File: src/hw/chb_trim_pkg.sv
// chb_trim_pkg: shared constants for the channel-b trim and pattern block
// assumes: included before any module of the block; no other dependencies
package chb_trim_pkg;

  // ----------------------------------------------------------------
  // register offsets
  // ----------------------------------------------------------------
  localparam logic [7:0] ADDR_LOOP_EN  = 8'h66;
  localparam logic [7:0] ADDR_GAIN     = 8'h68;
  localparam logic [7:0] ADDR_FINE     = 8'h6a;
  localparam logic [7:0] ADDR_PATTERN  = 8'h75;
  localparam logic [7:0] ADDR_PEDESTAL = 8'h76;

  // ----------------------------------------------------------------
  // field positions
  // ----------------------------------------------------------------
  localparam int LOOP_EN_BIT  = 6;
  localparam int COARSE_MSB   = 7;
  localparam int COARSE_LSB   = 4;
  localparam int PERIOD_MSB   = 3;
  localparam int PERIOD_LSB   = 0;
  localparam int FINE_MSB     = 6;
  localparam int PATTERN_MSB  = 2;
  localparam int PED_MSB      = 5;
  localparam int PED_LSB      = 3;
  localparam int CUST_LO_MSB  = 7;
  localparam int CUST_LO_LSB  = 3;
  localparam int CUST_HI_MSB  = 5;

  // ----------------------------------------------------------------
  // reset values and legal limits
  // ----------------------------------------------------------------
  localparam logic       RST_LOOP_EN = 1'b0;
  localparam logic [3:0] RST_COARSE  = 4'h0;
  localparam logic [3:0] RST_PERIOD  = 4'h0;
  localparam logic [6:0] RST_FINE    = 7'h00;
  localparam logic [2:0] RST_PATTERN = 3'h0;
  localparam logic [2:0] RST_PED     = 3'h0;
  localparam logic [3:0] MAX_COARSE  = 4'hc;
  localparam logic [3:0] MAX_PERIOD  = 4'hb;

  // ----------------------------------------------------------------
  // data path constants
  // ----------------------------------------------------------------
  localparam int          DATA_W     = 11;
  localparam int          LATENCY    = 22;
  localparam int          Q_SHIFT    = 10;
  localparam logic [10:0] MID_CODE   = 11'h400;
  localparam logic [10:0] FULL_SCALE = 11'h7ff;
  localparam logic [10:0] TOGGLE_A   = 11'h2aa;
  localparam logic [10:0] TOGGLE_B   = 11'h555;
  localparam logic [2:0]  RAMP_LAST  = 3'h7;
  localparam logic [11:0] FINE_UNITY = 12'h400;
  localparam int unsigned LOOP_BASE  = 262144;

  // coarse gain multipliers, 10 fractional bits, 0.5 db apart
  localparam logic [11:0] COARSE_MULT [0:12] = '{
    12'h400, 12'h43d, 12'h47d, 12'h4c1, 12'h509, 12'h556, 12'h5a6,
    12'h5fc, 12'h657, 12'h6b7, 12'h71d, 12'h789, 12'h7fb};

  // output source selection codes
  typedef enum logic [2:0] {
    pat_normal = 3'b000,
    pat_zeros  = 3'b001,
    pat_ones   = 3'b010,
    pat_toggle = 3'b011,
    pat_ramp   = 3'b100,
    pat_custom = 3'b101,
    pat_spare6 = 3'b110,
    pat_spare7 = 3'b111
  } pattern_type;

endpackage

File: src/hw/chb_trim_top.sv
// chb_trim_top: channel-b configuration registers, gain, offset loop,
// test pattern generator and output formatter of a dual 11-bit converter
// assumes: clk is the sample clock, one converted word per cycle arrives
// on adc_sample, and an external ddr cell serialises the lvds bit pairs
//
// Contract
// - loop enable bit d6 switches offset loop
// - coarse field sets gain in 0.5 db steps
// - coarse gain resets to zero db code
// - period code doubles loop period from 256k
// - channel-b fields act only under independent control
// - fine trim adds 20log10(1+code/1024) db
// - total gain is coarse plus fine trim
// - pattern code picks data, zeros or ones
// - toggle pattern alternates two complementary words
// - ramp steps one lsb every eight clocks
// - custom pattern comes from custom registers
// - lvds words carry dummy lsb, zero for data
// - enabled loop converges output to midcode plus pedestal
// - pedestal field is signed lsb offset
// - both channels sample on same clock edge
// - converted sample appears 22 cycles later; the output register makes it 23 at the pins
// - output coding offset binary or two's complement
// - output on lvds ddr or cmos bus
// - even bits on rise, odd on fall
// - custom low five bits from d7..d3
// - custom high six bits from d5..d0
`timescale 1ns/1ns
`default_nettype none

module chb_trim_top
  import chb_trim_pkg::*;
#(
  parameter int unsigned LOOP_BASE_CYCLES = LOOP_BASE  // shortest loop period
) (
  input  wire logic        clk, // sample clock
  input  wire logic        rst_b, // sync reset, active low
  input  wire logic        reg_wr_en, // register write strobe
  input  wire logic [7:0]  reg_addr, // register offset
  input  wire logic [7:0]  reg_wr_data, // register write data
  output logic      [7:0]  reg_rd_data, // register read data
  input  wire logic        indep_ctrl, // per-channel control on
  input  wire logic        cha_loop_on, // shared loop enable
  input  wire logic [3:0]  cha_coarse_code, // shared coarse gain
  input  wire logic [3:0]  cha_period_code, // shared loop period
  input  wire logic [6:0]  cha_fine_code, // shared fine gain
  input  wire logic [2:0]  cha_pattern_code, // shared pattern select
  input  wire logic [2:0]  cha_offset_code, // shared pedestal
  input  wire logic [7:0]  custom_low_reg, // custom pattern low reg
  input  wire logic [7:0]  custom_high_reg, // custom pattern high reg
  input  wire logic [10:0] adc_sample, // raw converted word
  input  wire logic        twos_comp_sel, // two's complement coding
  input  wire logic        lvds_mode, // lvds bus, else cmos
  output logic      [10:0] cmos_data, // parallel cmos word
  output logic      [5:0]  lvds_rise_bits, // even bits, rising edge
  output logic      [5:0]  lvds_fall_bits, // odd bits, falling edge
  output logic             output_clock_true // ddr output clock enable
);

  // ----------------------------------------------------------------
  // configuration registers
  // ----------------------------------------------------------------
  logic        chb_offset_loop_on; // loop enable bit
  logic [3:0]  chb_coarse_gain_code; // coarse gain field
  logic [3:0]  chb_loop_period_code; // loop time constant field
  logic [6:0]  chb_fine_gain_code; // fine gain field
  logic [2:0]  chb_output_pattern_code;   // pattern select field
  logic [2:0]  chb_converged_offset_code; // pedestal field

  // register writes; only defined bits are stored
  always_ff @(posedge clk) begin
    if (!rst_b) begin
      chb_offset_loop_on        <= RST_LOOP_EN;
      chb_coarse_gain_code      <= RST_COARSE;
      chb_loop_period_code      <= RST_PERIOD;
      chb_fine_gain_code        <= RST_FINE;
      chb_output_pattern_code   <= RST_PATTERN;
      chb_converged_offset_code <= RST_PED;
    end else if (reg_wr_en) begin
      if (reg_addr == ADDR_LOOP_EN) begin
        chb_offset_loop_on <= reg_wr_data[LOOP_EN_BIT];
      end else if (reg_addr == ADDR_GAIN) begin
        chb_coarse_gain_code <= reg_wr_data[COARSE_MSB:COARSE_LSB];
        chb_loop_period_code <= reg_wr_data[PERIOD_MSB:PERIOD_LSB];
      end else if (reg_addr == ADDR_FINE) begin
        chb_fine_gain_code <= reg_wr_data[FINE_MSB:0];
      end else if (reg_addr == ADDR_PATTERN) begin
        chb_output_pattern_code <= reg_wr_data[PATTERN_MSB:0];
      end else if (reg_addr == ADDR_PEDESTAL) begin
        chb_converged_offset_code <= reg_wr_data[PED_MSB:PED_LSB];
      end
    end
  end

  // registered read back; reserved bits and unmapped offsets read zero
  always_ff @(posedge clk) begin
    if (!rst_b) begin
      reg_rd_data <= 8'h00;
    end else if (reg_addr == ADDR_LOOP_EN) begin
      reg_rd_data <= 8'h00;
      reg_rd_data[LOOP_EN_BIT] <= chb_offset_loop_on;
    end else if (reg_addr == ADDR_GAIN) begin
      reg_rd_data <= {chb_coarse_gain_code, chb_loop_period_code};
    end else if (reg_addr == ADDR_FINE) begin
      reg_rd_data <= {1'b0, chb_fine_gain_code};
    end else if (reg_addr == ADDR_PATTERN) begin
      reg_rd_data <= {5'h00, chb_output_pattern_code};
    end else if (reg_addr == ADDR_PEDESTAL) begin
      reg_rd_data <= {2'b00, chb_converged_offset_code, 3'b000};
    end else begin
      reg_rd_data <= 8'h00;
    end
  end

  // ----------------------------------------------------------------
  // effective settings
  // ----------------------------------------------------------------
  logic        loop_eff;    // loop enable in force
  logic [3:0]  coarse_eff;  // coarse code in force, clamped
  logic [3:0]  period_eff;  // period code in force, clamped
  logic [6:0]  fine_eff;    // fine code in force
  pattern_type pattern_eff; // pattern in force
  logic [2:0]  ped_eff;     // pedestal code in force

  // own fields only under independent control, else shared ones
  always_comb begin
    if (indep_ctrl) begin
      loop_eff    = chb_offset_loop_on;
      coarse_eff  = chb_coarse_gain_code;
      period_eff  = chb_loop_period_code;
      fine_eff    = chb_fine_gain_code;
      pattern_eff = pattern_type'(chb_output_pattern_code);
      ped_eff     = chb_converged_offset_code;
    end else begin
      loop_eff    = cha_loop_on;
      coarse_eff  = cha_coarse_code;
      period_eff  = cha_period_code;
      fine_eff    = cha_fine_code;
      pattern_eff = pattern_type'(cha_pattern_code);
      ped_eff     = cha_offset_code;
    end
    // undefined codes are held at the top legal code
    if (coarse_eff > MAX_COARSE) begin
      coarse_eff = MAX_COARSE;
    end
    if (period_eff > MAX_PERIOD) begin
      period_eff = MAX_PERIOD;
    end
  end

  // ----------------------------------------------------------------
  // latency pipeline
  // ----------------------------------------------------------------
  logic [10:0] sample_pipe [0:LATENCY-1]; // delay line, last stage feeds out

  // both channels share this clock edge; words walk the delay line
  always_ff @(posedge clk) begin
    if (!rst_b) begin
      for (int i = 0; i < LATENCY; i++) begin
        sample_pipe[i] <= 11'h000;
      end
    end else begin
      sample_pipe[0] <= adc_sample;
      for (int i = 1; i < LATENCY; i++) begin
        sample_pipe[i] <= sample_pipe[i-1];
      end
    end
  end

  // ----------------------------------------------------------------
  // gain and offset correction
  // ----------------------------------------------------------------
  logic signed [11:0] offset_corr; // loop correction in lsb
  logic signed [12:0] centred; // sample about midcode
  logic signed [25:0] coarse_prod; // centred times coarse factor
  logic signed [15:0] coarse_q; // coarse result, integer lsb
  logic        [11:0] fine_mult; // 1 + code/1024 in q10
  logic signed [28:0] fine_prod; // coarse result times fine factor
  logic signed [17:0] fine_q; // fine result, integer lsb
  logic signed [17:0] corrected; // gained word plus correction
  logic        [10:0] gained_word; // saturated converted word

  // scale about midcode, add loop correction, clip to full scale
  always_comb begin
    centred     = $signed({2'b00, sample_pipe[LATENCY-1]})
                - $signed({2'b00, MID_CODE});
    coarse_prod = centred * $signed({1'b0, COARSE_MULT[coarse_eff]});
    coarse_q    = coarse_prod[Q_SHIFT+15:Q_SHIFT];
    fine_mult   = FINE_UNITY + {5'h00, fine_eff};
    fine_prod   = coarse_q * $signed({1'b0, fine_mult});
    fine_q      = fine_prod[Q_SHIFT+17:Q_SHIFT];
    corrected   = fine_q + 18'(offset_corr)
                + $signed({7'h00, MID_CODE});
    if (corrected < 0) begin
      gained_word = 11'h000;
    end else if (corrected > $signed({7'h00, FULL_SCALE})) begin
      gained_word = FULL_SCALE;
    end else begin
      gained_word = corrected[10:0];
    end
  end

  // ----------------------------------------------------------------
  // offset correction loop
  // ----------------------------------------------------------------
  logic signed [12:0] loop_target; // midcode plus pedestal
  logic signed [12:0] loop_err; // output minus target
  logic signed [47:0] err_acc; // error summed over one period
  logic        [31:0] period_cnt; // cycles into current period
  logic        [31:0] period_len; // cycles per period
  logic               period_end; // last cycle of a period

  // target and period from the effective settings
  always_comb begin
    loop_target = $signed({2'b00, MID_CODE})
                + 13'(signed'(ped_eff));
    loop_err    = $signed({2'b00, gained_word}) - loop_target;
    period_len  = LOOP_BASE_CYCLES << period_eff;
    period_end  = (period_cnt == period_len - 32'h1);
  end

  // period counter runs only while the loop is on
  always_ff @(posedge clk) begin
    if (!rst_b || !loop_eff || period_end) begin
      period_cnt <= 32'h0;
    end else begin
      period_cnt <= period_cnt + 32'h1;
    end
  end

  // error accumulation over the period, on converted data only
  always_ff @(posedge clk) begin
    if (!rst_b || !loop_eff || period_end) begin
      err_acc <= 48'sh0;
    end else if (pattern_eff == pat_normal) begin
      err_acc <= err_acc + 48'(loop_err);
    end
  end

  // one lsb step per period toward the target, cleared when off
  always_ff @(posedge clk) begin
    if (!rst_b || !loop_eff) begin
      offset_corr <= 12'sh0;
    end else if (period_end) begin
      if (err_acc > 0) begin
        offset_corr <= offset_corr - 12'sh1;
      end else if (err_acc < 0) begin
        offset_corr <= offset_corr + 12'sh1;
      end
    end
  end

  // ----------------------------------------------------------------
  // test pattern generator
  // ----------------------------------------------------------------
  logic        toggle_phase;  // selects second toggle word
  logic [2:0]  ramp_div;      // eight-clock prescaler
  logic [10:0] ramp_word;     // ramp value

  // toggle flips every clock
  always_ff @(posedge clk) begin
    if (!rst_b) begin
      toggle_phase <= 1'b0;
    end else begin
      toggle_phase <= ~toggle_phase;
    end
  end

  // ramp climbs one lsb every eighth clock and wraps after full scale
  always_ff @(posedge clk) begin
    if (!rst_b) begin
      ramp_div  <= 3'h0;
      ramp_word <= 11'h000;
    end else begin
      ramp_div <= ramp_div + 3'h1;
      if (ramp_div == RAMP_LAST) begin
        ramp_word <= ramp_word + 11'h001;
      end
    end
  end

  // ----------------------------------------------------------------
  // output source and coding
  // ----------------------------------------------------------------
  logic [10:0] next_word;   // 11-bit word for the next output
  logic        next_dummy;  // dummy lsb for the next lvds word

  // source select; the change applies to the next word out
  always_comb begin
    next_dummy = 1'b0;
    case (pattern_eff)
      pat_normal: begin
        next_word = gained_word;
        if (twos_comp_sel) begin
          next_word[DATA_W-1] = ~gained_word[DATA_W-1];
        end
      end
      pat_zeros: begin
        next_word = 11'h000;
      end
      pat_ones: begin
        next_word  = FULL_SCALE;
        next_dummy = 1'b1;
      end
      pat_toggle: begin
        next_word = toggle_phase ? TOGGLE_B : TOGGLE_A;
      end
      pat_ramp: begin
        next_word = ramp_word;
      end
      pat_custom: begin
        next_word = {custom_high_reg[CUST_HI_MSB:0],
                     custom_low_reg[CUST_LO_MSB:CUST_LO_LSB]};
      end
      default: begin
        next_word = 11'h000;  // unused codes drive zeros
      end
    endcase
  end

  // ----------------------------------------------------------------
  // output registers
  // ----------------------------------------------------------------
  logic [11:0] lvds_word;  // data word with dummy lsb below it

  // twelve-bit lvds word, dummy bit sits at bit 0
  always_comb begin
    lvds_word = {next_word, next_dummy};
  end

  // drive the bus of the chosen interface, the other one held low
  always_ff @(posedge clk) begin
    if (!rst_b) begin
      cmos_data      <= 11'h000;
      lvds_rise_bits <= 6'h00;
      lvds_fall_bits <= 6'h00;
    end else if (lvds_mode) begin
      cmos_data <= 11'h000;
      for (int i = 0; i < 6; i++) begin
        lvds_rise_bits[i] <= lvds_word[2*i];
        lvds_fall_bits[i] <= lvds_word[2*i+1];
      end
    end else begin
      cmos_data      <= next_word;
      lvds_rise_bits <= 6'h00;
      lvds_fall_bits <= 6'h00;
    end
  end

  // ddr clock runs only in lvds mode
  always_ff @(posedge clk) begin
    if (!rst_b) begin
      output_clock_true <= 1'b0;
    end else begin
      output_clock_true <= lvds_mode;
    end
  end

endmodule

`default_nettype wire

File: config.mk
export PLATFORM = sky130hd
export DESIGN_NAME = chb_trim_top
export DESIGN_NICKNAME = d
export VERILOG_FILES = /design/src/hw/chb_trim_pkg.sv /design/src/hw/chb_trim_top.sv
export SDC_FILE = /design/constraint.sdc
export NUM_CORES = 1
export LEC_CHECK = 0
export ABC_AREA = 0
export BUFFER_PORTS_ARGS = -buffer_cell sky130_fd_sc_hd__buf_2
export CAP_MARGIN = 0
export CORE_ASPECT_RATIO = 1.5
export CORE_MARGIN = 1.5
export CORE_UTILIZATION = 40
export CTS_CLUSTER_DIAMETER = 200
export DETAILED_ROUTE_END_ITERATION = 8
export PLACE_DENSITY = 0.68
export RECOVER_POWER = 25
export REMOVE_ABC_BUFFERS = 1
export SETUP_SLACK_MARGIN = 0.3
export SYNTH_ARGS = -nofsm -noshare
export SYNTH_HDL_FRONTEND = slang
export SYNTH_SLANG_ARGS = --single-unit
File: constraint.sdc
create_clock -name clk -period 31.5 [get_ports clk]
set_clock_uncertainty 0.05 [all_clocks]
set_input_delay 3.15 -clock clk [delete_from_list [all_inputs] [get_ports clk]]
set_output_delay 3.15 -clock clk [all_outputs]
set_load 0.01 [all_outputs]
==> summary.txt <==
Run status
  • Status: finished, violations left
  • Failing checks: capacitance limit, slew limit

Place
  • Post-DP HPWL: 45360 um
  • IO Port Bufs: 97
  • GPL Wtd Cong: 0.9120

Floorplan
  • Placement Rows: 116
  • Core footprint: 0.06662 sq mm
  • Ports: 103
  • Die ar.: 0.06873 sq mm
  • Die H: 320.3 um
  • Initial Util: 40.31%
  • DIE WIDTH: 214.6 um

Setup path
  • R2r endpoint: err_acc[40]
  • Worst R2R Path Depth: 75
  • Crit path required time: 31.84 ns
  • Reg-to-Reg Start: chb_coarse_gain_code[2]
  • Startpoint type of the worst setup path: input port
  • Worst reg2reg setup slack: 10.10 ns
  • Crit path largest cell delay: 0.80 ns
  • CP endpoint kind: flop
  • CP max-delay cell: a21oi_1
  • Crit Path Max Fanout: 39
  • Worst Path Arrival: 24.62 ns
  • Kind of critical path: in -> reg
  • Most frequent cell on the critical path: fa_1

Global route
  • Largest net degree at the start of global routing: 152
  • Vias in the first global route: 19580
  • First-pass GRT wire length: 95680 um
  • Total GRT Usage: 17.05%
  • Initial antenna violation count: 20
  • Global route overflow: 0

Clock network
  • CTS buffer count: 37
  • Longest Clk Path Bufs: 3
  • # Post-CTS Setup Buffers: 0
  • CTS Sinks: 403
  • Root Driver: clkbuf_16
  • Worst-Skew Late Latency: 0.55 ns
  • Resized cells post-CTS: 0
  • CTS tree: done
  • Hold Buf Count CTS: 0
  • H-Tree Depth: 2
  • Clock-pin slew on the worst setup and hold paths: 0.06 ns

Detailed routing
  • Drt first pass iters: 5
  • Number of remaining DRC errors: 0
  • Vias: 19890
  • 1st-iter DRT viols: 926
  • Routed len/inst: 14.72 um
  • Final WL: 58390 um
  • Routed vias/inst: 5.011
  • Routed Antenna Nets: 0

Timing
  • Fin Setup TNS: 0 ns
  • Max Slew Vio Count: 140
  • RSZ-0062 raised after global routing: false
  • Tcrit/Tclk final: 77.07%
  • Final min period: 24.28 ns
  • # setup viols final: 0
  • Worst slew pin tran: 2.638 ns
  • Fmax: 41.19 MHz
  • Rel. slew slack: -75.87%
  • Final hold vios: 0

Min path
  • Hold EP: sample_pipe[1][32]
  • HP Class: reg -> reg
  • Hold path start: sample_pipe[1][21]
  • Hold path depth: 1

Final layout
  • # nets final: 3575
  • P&R area growth vs syn: 9.785%
  • Filler cell count: 6425
  • Share of cells above drive strength 1: 6.855%

Logic synthesis
  • Synth top area share: 30.04%
  • Synthesized flop and latch total: 403
  • Yosys warns: 0
  • Most instantiated library cell after synthesis: dfxtp_1
  • Top_reg_cell synth: dfxtp_1
  • Cell area after synthesis: 0.02685 sq mm
  • Leading area contributor after synthesis: dfxtp_1
  • Avg Cell Area, Syn: 8.957 sq um
  • Post-synth cell types: 74
  • Synth area leaders: dfxtp_1 (30%), fa_1 (14%), ha_1 (12%), and2_1 (7.9%), inv_1 (4.8%)
  • Post-Synthesis Cells: 2998
  • Ys async rst share: 0%
  • Post-synthesis sequential area ratio: 30.04%
  • EDFF count, synth: 0
  • Most frequent cells after synthesis: dfxtp_1 (403), inv_1 (340), and2_1 (337), nand2_1 (266), ha_1 (260)

Job
  • Max-cap violations: 2
cells in the final DEF, fill, tap and decap left out, drive strengths merged, types with 26 or more instances in the layout:
cell    Yosys  layout
dfxtp     403     403
inv       340     343
and2      337     337
nand2     266     266
ha        260     260
nor2      211     211
fa        192     192
a21oi     153     153
buf        21     110
o21ai      97      97
xnor2      82      82
nand3      52      52
clkbuf     76      52
xor2       47      47
mux2i      47      47
a21o       41      41
nor3       37      37
nor2b      33      33
a211oi     27      27
nand4      26      26
through the flow:
stage	setup slack (ns)	instance area [sq um]	hold WS, ns	utilization, %	instances
floorplan	8.588	26460	0.3484	-	2901
global placement	6.890	28210	0.3628	42.35	3898
detailed placement	6.641	28210	0.3647	42.35	3898
CTS	7.125	29480	0.3771	44.25	3963
global route	5.610	29480	0.3859	44.25	3966
finish	7.224	29480	0.3694	44.25	3968
sequential cells by signal (all words and copies together), names as in the netlist:
name                       cells
chb_coarse_gain_code           4
ramp_div                       3
chb_loop_period_code           4
chb_offset_loop_on             1
toggle_phase                   1
chb_output_pattern_code        3
lvds_rise_bits                 6
sample_pipe                  242
period_cnt                    32
output_clock_true              1
reg_rd_data                    8
cmos_data                     11
chb_fine_gain_code             7
lvds_fall_bits                 6
err_acc                       48
ramp_word                     11
chb_converged_offset_code      3
offset_corr                   12
layout make-up:
| type | instances | area (sq um) | share of cell area [%] |
|---|---|---|---|
| repair buffers | 112 | 593.1 | 2.012 |
| well taps | 885 | 1107 | 3.756 |
| multi-input cells | 2158 | 17160 | 58.19 |
| flip-flops and latches | 403 | 8068 | 27.37 |
| clock inverters | 15 | 222.7 | 0.7555 |
| clock buffers | 50 | 1046 | 3.548 |
| diodes | 5 | 12.51 | 0.04244 |
| inverters | 340 | 1276 | 4.329 |
layer usage:
| metal | track usage, % | share of wire [%] | vias up |
|---|---|---|---|
| li1 | - | - | 9923 |
| met1 | 18.84 | 40 | 9427 |
| met2 | 31.72 | 51 | 359 |
| met3 | 3.367 | 5.4 | 150 |
| met5 | 0 | 0.28 | - |
| met4 | 6.886 | 3.8 | 26 |
worst max-delay path: cells and delay by family:
family	cells	cell delay [ns]
fa+ha+maj	18	7.56
buf+inv	8	1.20
compound gates	33	8.68
mux	2	0.69
simple gates	13	2.65
xor+xnor	3	0.58
how the worst max path moves through the flow:
stage,start,end,slack [ns],cells past startpoint
after floorplan,indep_ctrl,err_acc[40],8.59,76
after global placement,indep_ctrl,err_acc[40],6.89,77
after detailed placement,indep_ctrl,err_acc[40],6.64,77
after CTS,indep_ctrl,err_acc[40],7.12,77
after global routing,indep_ctrl,err_acc[47],5.61,82
final,indep_ctrl,err_acc[40],7.22,77
cells by family (layout without fill, tap and decap cells):
family	Yosys count	after routing	synth area share [%]
AOI/OAI and AO/OA	439	439	10.22
xor gates and xnor gates	129	129	4.235
adders and majority gates	452	452	26.43
buffers and inverters	437	517	6.206
DFF	403	403	30.04
muxes	62	62	2.381
other	0	5	0
and+or+nand+nor	1076	1076	20.48
Power is left out: the tool's default activity adds up to more than one toggle a clock period on the data nets, which glitch-free logic cannot reach.
